[config.mk]
export PLATFORM = sky130hd
export DESIGN_NAME = memory_map_address_decoder
export DESIGN_NICKNAME = d
export VERILOG_FILES = /design/src/hdl/memmap_pkg.sv /design/src/hdl/memory_map_address_decoder.sv
export SDC_FILE = /design/constraint.sdc
export NUM_CORES = 1
export LEC_CHECK = 0
export BUFFER_PORTS_ARGS = -buffer_cell sky130_fd_sc_hd__buf_4
export CAP_MARGIN = 20
export CORE_ASPECT_RATIO = 2
export CORE_MARGIN = 10
export CORE_UTILIZATION = 35
export DETAILED_ROUTE_END_ITERATION = 8
export PLACE_DENSITY_LB_ADDON = 0.1
export SETUP_SLACK_MARGIN = 0.05
export SLEW_MARGIN = 20
export SYNTH_ARGS = -nofsm -noshare
export SYNTH_HDL_FRONTEND = slang
export SYNTH_SLANG_ARGS = --single-unit
[constraint.sdc]
create_clock -name clk -period 1.3 [get_ports clk]
set_input_delay 0 -clock clk [delete_from_list [all_inputs] [get_ports clk]]
set_output_delay 0 -clock clk [all_outputs]
set_load 0.1 [all_outputs]
[src/hdl/memmap_pkg.sv]
// Constants and types for the memory map address decoder
package memmap_pkg;
	// Processor modes, coded as the two mode bits
	typedef enum logic [1:0] {
		MODE_SINGLE = 2'b00,
		MODE_EXPAND = 2'b01,
		MODE_MICRO = 2'b10,
		MODE_UNUSED = 2'b11
	} cpu_mode_t;
	// How the CPU forms the address of an access
	typedef enum logic [1:0] {
		ADDR_FULL = 2'b00,
		ADDR_ZERO_PAGE = 2'b01,
		ADDR_SPECIAL_PAGE = 2'b10,
		ADDR_ILLEGAL = 2'b11
	} addr_kind_t;
	// Target of one access
	typedef enum logic [2:0] {
		TGT_SFR = 3'b000,
		TGT_RAM = 3'b001,
		TGT_ROM = 3'b010,
		TGT_RSVD = 3'b011,
		TGT_EXT = 3'b100,
		TGT_NONE = 3'b101
	} target_t;
	// Address ranges
	localparam logic [15:0] SFR_LAST = 16'h006f;
	localparam logic [15:0] RAM_FIRST = 16'h0070;
	localparam logic [15:0] RAM_LAST = 16'h046f;
	localparam logic [15:0] GAP_FIRST = 16'h0470;
	localparam logic [15:0] GAP_LAST = 16'h7fff;
	localparam logic [15:0] TEST_LO_FIRST = 16'h8000;
	localparam logic [15:0] TEST_LO_LAST = 16'h807f;
	localparam logic [15:0] ROM_FIRST = 16'h8080;
	localparam logic [15:0] ROM_LAST = 16'hfffb;
	localparam logic [15:0] TEST_HI_FIRST = 16'hfffc;
	localparam logic [15:0] BUS_PORT_FIRST = 16'h0008;
	localparam logic [15:0] BUS_PORT_LAST = 16'h000f;
	localparam logic [15:0] MODE_REG_ADDR = 16'h0000;
	// Page upper bytes
	localparam logic [7:0] ZERO_PAGE_HI = 8'h00;
	localparam logic [7:0] SPECIAL_PAGE_HI = 8'hff;
	// Mode bit positions and reset value
	localparam int MODE_BIT_LO = 0;
	localparam int MODE_BIT_HI = 1;
	localparam logic [1:0] MODE_RESET = 2'b00;
endpackage

[src/hdl/memory_map_address_decoder.sv]
// Memory map address decoder for the 8-bit CPU address space
`timescale 1ns/100ps
`default_nettype none

// Overview of operation
// - 0000-006F selects the register area
// - 0070-046F selects internal RAM
// - RAM overlay outside single-chip: read internal, write both
// - 0470-7FFF none single-chip, else external
// - Test areas reserved in single-chip, expansion
// - 8080-FFFB selects internal ROM
// - Microprocessor mode sends ROM range external
// - Lowest 256 addresses flagged as zero page
// - FF00-FFFF flagged as special page
// - Page accesses imply the upper address byte
// - Reset gives single-chip, pin high forces microprocessor
// - Outside single-chip mode: bus port registers go external
module memory_map_address_decoder
	import memmap_pkg::*;
(
	// Clock and reset
	input wire logic clk,
	input wire logic nrst,
	// Mode strap pin
	input wire logic boot_mode_select_pin,
	// CPU access request
	input wire logic [15:0] cpu_addr,
	input wire logic [1:0] cpu_addr_kind,
	input wire logic cpu_rd,
	input wire logic cpu_wr,
	input wire logic [7:0] cpu_wdata,
	// Effective address and page flags
	output logic [15:0] eff_addr_q,
	output logic zero_page_q,
	output logic special_page_q,
	// Target selects, one hot
	output logic sel_sfr_q,
	output logic sel_ram_q,
	output logic sel_rom_q,
	output logic sel_rsvd_q,
	output logic sel_ext_q,
	output logic sel_none_q,
	// External bus strobes
	output logic ext_rd_q,
	output logic ext_wr_q,
	// Current processor mode
	output logic [1:0] cpu_mode_control_a_q
);

	// Forms the full address from the addressing kind
	function automatic logic [15:0] form_addr(input logic [1:0] kind,
		input logic [15:0] a);
		unique case (kind)
			ADDR_ZERO_PAGE: form_addr = {ZERO_PAGE_HI, a[7:0]};
			ADDR_SPECIAL_PAGE: form_addr = {SPECIAL_PAGE_HI, a[7:0]};
			default: form_addr = a;
		endcase
	endfunction

	// Range test used by the bus port, RAM, gap, low test area and ROM decodes
	function automatic logic in_range(input logic [15:0] a,
		input logic [15:0] lo, input logic [15:0] hi);
		in_range = (a >= lo) && (a <= hi);
	endfunction

	// Pin synchroniser stages
	logic pin_meta_q;
	logic pin_sync_q;
	// Set on the first clock after reset release; the pin acts at any time
	logic strap_done_q;
	// Mode bits held by the decoder
	logic [1:0] mode_q;
	logic [1:0] mode_d;
	// Combinational decode results
	logic [15:0] addr_d;
	target_t tgt_d;
	logic ext_mode;
	logic micro_mode;
	logic overlay_wr;

	// Two flip-flops on the strap pin
	always_ff @(posedge clk or negedge nrst) begin
		if (!nrst) begin
			pin_meta_q <= 1'b0;
			pin_sync_q <= 1'b0;
		end else begin
			pin_meta_q <= boot_mode_select_pin;
			pin_sync_q <= pin_meta_q;
		end
	end

	// Strap capture flag, set on the first clock after reset release, one clock before the pin is through the synchroniser
	always_ff @(posedge clk or negedge nrst) begin
		if (!nrst) begin
			strap_done_q <= 1'b0;
		end else begin
			strap_done_q <= 1'b1;
		end
	end

	// Next mode: software write, with the high bit held by the pin
	always_comb begin
		mode_d = mode_q;
		if (cpu_wr && (addr_d == MODE_REG_ADDR)) begin
			mode_d = cpu_wdata[MODE_BIT_HI:MODE_BIT_LO];
		end
		if (pin_sync_q) begin
			mode_d[MODE_BIT_HI] = 1'b1;
		end
	end

	// Mode register, single-chip out of reset
	always_ff @(posedge clk or negedge nrst) begin
		if (!nrst) begin
			mode_q <= MODE_RESET;
		end else if (!strap_done_q) begin
			// First cycle after release keeps single-chip
			mode_q <= MODE_RESET;
		end else begin
			mode_q <= mode_d;
		end
	end

	// Mode classes; the unused code behaves as microprocessor
	assign micro_mode = mode_q[MODE_BIT_HI];
	assign ext_mode = mode_q != MODE_SINGLE;

	// Page addressing fills in the upper byte
	assign addr_d = form_addr(cpu_addr_kind, cpu_addr);

	// Target decode from address and mode
	always_comb begin
		tgt_d = TGT_NONE;
		if (in_range(addr_d, BUS_PORT_FIRST, BUS_PORT_LAST) && ext_mode) begin
			// Bus port registers lost to the bus
			tgt_d = TGT_EXT;
		end else if (addr_d <= SFR_LAST) begin
			tgt_d = TGT_SFR;
		end else if (in_range(addr_d, RAM_FIRST, RAM_LAST)) begin
			// Internal RAM, reads never go external
			tgt_d = TGT_RAM;
		end else if (in_range(addr_d, GAP_FIRST, GAP_LAST)) begin
			tgt_d = ext_mode ? TGT_EXT : TGT_NONE;
		end else if (in_range(addr_d, TEST_LO_FIRST, TEST_LO_LAST) ||
			(addr_d >= TEST_HI_FIRST)) begin
			// Test areas, external in microprocessor mode
			tgt_d = micro_mode ? TGT_EXT : TGT_RSVD;
		end else if (in_range(addr_d, ROM_FIRST, ROM_LAST)) begin
			tgt_d = micro_mode ? TGT_EXT : TGT_ROM;
		end
	end

	// Writes to overlaid RAM also drive the external bus
	assign overlay_wr = cpu_wr && ext_mode && (tgt_d == TGT_RAM);

	// Registered one-hot selects
	always_ff @(posedge clk or negedge nrst) begin
		if (!nrst) begin
			sel_sfr_q <= 1'b0;
			sel_ram_q <= 1'b0;
			sel_rom_q <= 1'b0;
			sel_rsvd_q <= 1'b0;
			sel_ext_q <= 1'b0;
			sel_none_q <= 1'b1;
		end else begin
			// Exactly one select from the decode
			sel_sfr_q <= tgt_d == TGT_SFR;
			sel_ram_q <= tgt_d == TGT_RAM;
			sel_rom_q <= tgt_d == TGT_ROM;
			sel_rsvd_q <= tgt_d == TGT_RSVD;
			sel_ext_q <= tgt_d == TGT_EXT;
			sel_none_q <= tgt_d == TGT_NONE;
		end
	end

	// Effective address and page flags
	always_ff @(posedge clk or negedge nrst) begin
		if (!nrst) begin
			eff_addr_q <= 16'h0000;
			zero_page_q <= 1'b0;
			special_page_q <= 1'b0;
		end else begin
			eff_addr_q <= addr_d;
			// Zero page is the first 256 bytes
			zero_page_q <= addr_d[15:8] == ZERO_PAGE_HI;
			// Special page is the top 256 bytes
			special_page_q <= addr_d[15:8] == SPECIAL_PAGE_HI;
		end
	end

	// External bus strobes
	always_ff @(posedge clk or negedge nrst) begin
		if (!nrst) begin
			ext_rd_q <= 1'b0;
			ext_wr_q <= 1'b0;
		end else begin
			ext_rd_q <= cpu_rd && (tgt_d == TGT_EXT);
			ext_wr_q <= (cpu_wr && (tgt_d == TGT_EXT)) || overlay_wr;
		end
	end

	// Mode output follows the mode register
	assign cpu_mode_control_a_q = mode_q;
endmodule

`default_nettype wire

### Yosys cells after proc, flatten, opt, wreduce, memory -nomap -nowiden

Cells that the tools add are included.

* bits in registers: 31
* bits in latches: 0
* bits in writable memories: 0
* ROM bits: 0
* input port bits: 31
* output and inout port bits: 28
* logic and storage cells: 68
* memories kept: 0

* $add $sub $neg: 0
* multipliers: 0
* div/mod/pow operators: 0
* order comparisons: 12
* equal/unequal tests: 10
* shifts and indexed selects: 0
* mux-type cells: 13
* bitwise logic cells: 0
* reductions and logical operators: 17

Operator list (count)
* greater-or-equal comparator 16 bit, second input constant: 3
* less-or-equal comparator 16 bit, second input constant: 2
* one-hot mux 16 bit (2 select lines): 1
* 2-to-1 mux 3 bit: 8
* greater-or-equal comparator 16 x 11 -> 1 bit, second input constant: 1
* greater-or-equal comparator 16 x 4 -> 1 bit, second input constant: 1
* greater-or-equal comparator 16 x 7 -> 1 bit, second input constant: 1
* less-or-equal comparator 16 x 11 -> 1 bit, second input constant: 1
* less-or-equal comparator 16 x 15 -> 1 bit, second input constant: 1
* less-or-equal comparator 16 x 4 -> 1 bit, second input constant: 1
* less-or-equal comparator 16 x 7 -> 1 bit, second input constant: 1
* zero test 16 bit: 1
* logical AND 1 bit: 11
* equality test 8 bit, second input constant: 1
* zero test 8 bit: 1
* equality test 3 x 2 -> 1 bit, second input constant: 2
* equality test 3 bit, second input constant: 2
* 2-to-1 mux 2 bit: 2
* equality test 3 x 1 -> 1 bit, second input constant: 1
* zero test 3 bit: 1
* inequality test 3 x 2 -> 1 bit, second input constant: 1
* equality test 2 x 1 -> 1 bit, second input constant: 1
* equality test 2 bit, second input constant: 1
* logical OR 1 bit: 2
* other kinds (3): 4

### Depth between registers and ports, before layout

* word-level depth: 13
* depth in mapped cells: 8
* mapped depth without buffers: 8

### Worst setup path after synthesis

No wires, ideal clock.

* path kind: reg2reg
* start: register mode_q[1], in the netlist cpu_mode_control_a_q[1]
* end: register ext_rd_q
* setup time: 0.066 ns
* data arrival time: 1.915 ns
* data required time: 1.234 ns
* slack: -0.681 ns
* cell stages (with the launch flop): 5
* buffers on the path: 0
* clock period less this slack: 1.981 ns
* cell sequence: dfrtp_1 o21ai_0 or3_4 a22oi_2 and2_1

* longest elaborated chain between the ends: 9
* elaborated cells on any way between the ends: 13
* classes of those cells: eq/ne: 1; mux: 9; reduce/logical: 3

Ends and longest elaborated chain
* start: declaration: RTL line memory_map_address_decoder.sv:72 `logic [1:0] mode_q;`
* start signal: assignment: RTL line memory_map_address_decoder.sv:120 `mode_q <= mode_d;`
* 2-to-1 mux 3 bit: RTL line memory_map_address_decoder.sv:149 `tgt_d = micro_mode ? TGT_EXT : TGT_ROM;`
* 2-to-1 mux 3 bit: RTL line memory_map_address_decoder.sv:148 `end else if (in_range(addr_d, ROM_FIRST, ROM_LAST)) begin`
* 2-to-1 mux 3 bit: RTL line memory_map_address_decoder.sv:144 `end else if (in_range(addr_d, TEST_LO_FIRST, TEST_LO_LAST) ||`
* 2-to-1 mux 3 bit: RTL line memory_map_address_decoder.sv:142 `end else if (in_range(addr_d, GAP_FIRST, GAP_LAST)) begin`
* 2-to-1 mux 3 bit: RTL line memory_map_address_decoder.sv:139 `end else if (in_range(addr_d, RAM_FIRST, RAM_LAST)) begin`
* 2-to-1 mux 3 bit: RTL line memory_map_address_decoder.sv:137 `end else if (addr_d <= SFR_LAST) begin`
* 2-to-1 mux 3 bit *: RTL line memory_map_address_decoder.sv:134 `if (in_range(addr_d, BUS_PORT_FIRST, BUS_PORT_LAST) && ext_mode) begin`
* equality test 3 bit *: RTL line memory_map_address_decoder.sv:197 `ext_rd_q <= cpu_rd && (tgt_d == TGT_EXT);`
* logical AND 1 bit *: RTL line memory_map_address_decoder.sv:197
* end signal: assignment: RTL line memory_map_address_decoder.sv:197
* end: declaration: RTL line memory_map_address_decoder.sv:44 `output logic ext_rd_q,`

Every way passes the cells marked *; elsewhere a longest branch is shown, timed or not.
A chain may end at the register's enable or synchronous reset.

### Worst setup path after layout

* start: input port cpu_addr[4]
* end: register mode_q[1], in the netlist cpu_mode_control_a_q[1]

* longest elaborated chain between the ends: 4

Ends and longest elaborated chain
* start: declaration: RTL line memory_map_address_decoder.sv:27 `input wire logic [15:0] cpu_addr,`
* one-hot mux 16 bit (2 select lines): RTL line memory_map_address_decoder.sv:53 `unique case (kind)`
* zero test 16 bit: RTL line memory_map_address_decoder.sv:104 `if (cpu_wr && (addr_d == MODE_REG_ADDR)) begin`
* logical AND 1 bit: RTL line memory_map_address_decoder.sv:104
* inequality test 3 x 2 -> 1 bit (no line)

No other way between the ends.

==> flow_summary.yaml <==
job:
  drv_cap: 0
drt:
  drt.antenna.violating_nets: 0
  via_count: 1107
  dr.first_iter.drc_count: 10
  wirelength_mm: 3.61
  drc: 0
  via_per_inst: 4.88
  first_pass_iters: 6
  wl_per_cell_um: 15.9
global_routing:
  first_global_vias: 1237
  grt_overflow: 0
  grt_pass1_wl_mm: 5.76
  antenna_found_initial: 0
  grt_usage_pct: 12.3
  grt_max_degree: 32
clock_tree:
  clk_pin_slew_ps: 60
  clockRootBuffer: "clkbuf_8"
  clkSinkCount: 31
  cts_tree: "yes"
  cts_buffers: 5
  clock_latency_ps: 280
  htreeDepth: 2
  cts_buffer_depth: 2
yosys:
  syn_area_mm2: 0.00118
  ys.flop_type: "dfrtp_1"
  syn_nets: 128
  async_flop_share_pct: 100
  postSynthCellCount: 96
  yosysTopAreaCellShare_pct: 63.8
  synth_area_leaders: "dfrtp_1 (64%), nand2_1 (6.7%), dfstp_2 (2.2%)"
  yosys.area.top_type: "dfrtp_1"
  syn_avg_cell_area_um2: 12.3
  synth_edf_count: 0
  synth_cell_types: 35
  yosysWarnings: 0
  synth-seq-cells: 31
  seq_area_frac_synth_pct: 66.0
  yosys-top-cells-count: "dfrtp_1 (30), nand2_1 (21), nand3_1 (3), nor2b_1 (3)"
  synth.most_common_cell: "dfrtp_1"
critical_path:
  reg2regPathDepth: 4
  crit_path_end_kind: "register"
  r2r_setup_slack_ps: 80
  path_class: "in2reg"
  crit_fanout: 2
  r2r-end: "ext_wr_q$_DFF_PN0_"
  crit_arrival_ps: 1420
  critPathRequiredTime_ps: 1470
  start_kind: "input port"
  worstReg2RegStart: "cpu_mode_control_a_q[1]$_DFFE_PN0P_"
min_path:
  holdCritStartpoint: "cpu_wdata[0]"
  min_to: "cpu_mode_control_a_q[0]$_DFFE_PN0P_"
  holdPathStages: 3
  hp-class: "in2reg"
finish:
  stdcell_count: 227
  final-seq-area_um2: 785
  layout.nets: 227
  fillerInstances: 275
  final_area_mm2: 0.00214
  drive_above_1_share_pct: 53.6
  syn2layout_area_growth_pct: 82.0
  multiInputGateArea_um2: 453
  num_antenna_cells: 0
sta:
  hold_ws_ps: 3.79
  drv_slew: 0
  clock.fmax_mhz: 803
  post-route-period-util_pct: 95.7
  period_minus_slack_ps: 1240
  fin_ws_ps: 55.4
  rsz0062_at_grt: "yes"
  final.setup_skew_ps: 3.91
  finalHoldViolations: 0
  setup_violations: 0
die:
  start_util_pct: 36.9
  die_w_um: 61.0
  rows: 29
  io_pins: 59
  die-height_um: 102
  core_area_mm2: 0.00319
  die_area_mm2: 0.00622
placed_design:
  place_congestion: 0.816
  place_inst: 202
  place_area_mm2: 0.00184
  pre_cts_ws_ps: -272
  portBuffers: 52
  dp_hpwl_mm: 2.90
power:
  p_total_mw: 2.85
  power.density_mw_per_mm2: 1330
  p_leak_nw: 1.07
  irDropWorstVdd_uv: 902
status:
  status: "finished, final reports clean"
-- flip-flops by register name (all words and copies together) (netlist names) --
register,count
eff_addr_q,16
cpu_mode_control_a_q,2
ext_rd_q,1
ext_wr_q,1
pin_meta_q,1
pin_sync_q,1
sel_ext_q,1
sel_none_q,1
sel_ram_q,1
sel_rom_q,1
sel_rsvd_q,1
sel_sfr_q,1
special_page_q,1
strap_done_q,1
zero_page_q,1
-- per-layer routing --
layer / GRT usage, % / wire (µm)
met5: 0 / 0
met4: 5.94 / 70
met3: 4.35 / 295
met2: 22.8 / 2070
met1: 10.8 / 1180
-- metrics by stage --
| stage | TNS (ps) | util (%) |
|---|---|---|
| after detailed placement | -1650 | 57.6 |
| after global placement | -1270 | 57.6 |
| final | 0 | 67.1 |
| after CTS | 0 | 66.3 |
| after floorplan | -331 | - |
| after global routing | 0 | 67.1 |
-- repair_timing --
item / CTS / global route
hold buffers: 14 / 0
pin swaps: 6 / 6
hold endpoints to repair: 44 / 0
gates resized for setup: 4 / 5
cloned: 0 / 0
setup endpoints to repair: 3 / 7
buffers inserted: 2 / 1
-- cells by family (layout without fill, tap and decap cells) --
family	Yosys count	after routing	share of synthesized area, %
muxes	2	2	1.81
buffers and inverters	4	104	1.38
and+or+nand+nor	42	42	18.7
adders and majority gates	1	1	1.06
other	1	1	0.319
AOI/OAI and AO/OA	15	15	10.7
DFF	31	31	66.0
-- critical path, cell delays in order --
cell and delay, ps:
buf_4 110, or4_4 570, nor3_4 230, mux2_4 320, o21a_1 190
-- power breakdown --
part	internal, mW	leakage, nW	switching [mW]
Sequential	1.04	0.379	0.0211
Clock	0.482	0.0515	0.333
Combinational	0.284	0.637	0.693
Total	1.81	1.07	1.05
-- how the worst max path moves through the flow --
| stage | startpoint | end | slack, ps |
|---|---|---|---|
| after floorplan | cpu_mode_control_a_q[0]$_DFFE_PN0P_ | ext_rd_q$_DFF_PN0_ | -130 |
| after global placement | cpu_addr[4] | cpu_mode_control_a_q[1]$_DFFE_PN0P_ | -230 |
| after detailed placement | cpu_addr_kind[0] | ext_wr_q$_DFF_PN0_ | -270 |
| after CTS | cpu_mode_control_a_q[1]$_DFFE_PN0P_ | ext_rd_q$_DFF_PN0_ | 50 |
| after global routing | cpu_addr_kind[0] | ext_rd_q$_DFF_PN0_ | 20 |
| final | cpu_addr[4] | cpu_mode_control_a_q[1]$_DFFE_PN0P_ | 60 |
-- layout by cell type, fill, tap and decap left out, types with 2 or more instances in the layout --
cell type,count
dfrtp_1,28
dfrtp_4,2
dlygate4sd3_1,14
and2_1,2
nor2_1,2
nor2b_1,2
a31oi_1,2
o21a_1,2
clkbuf_8,7
nand2_1,20
buf_4,78
nand3_1,3
-- layout make-up --
type	count	share of cell area [%]
clock buffer	8	4.67
sequential	31	36.6
tap	31	1.81
timing repair buffer	94	35.1
inverter	2	0.701
multi-input combinational	61	21.1
Power figures use the tool's default switching activity.
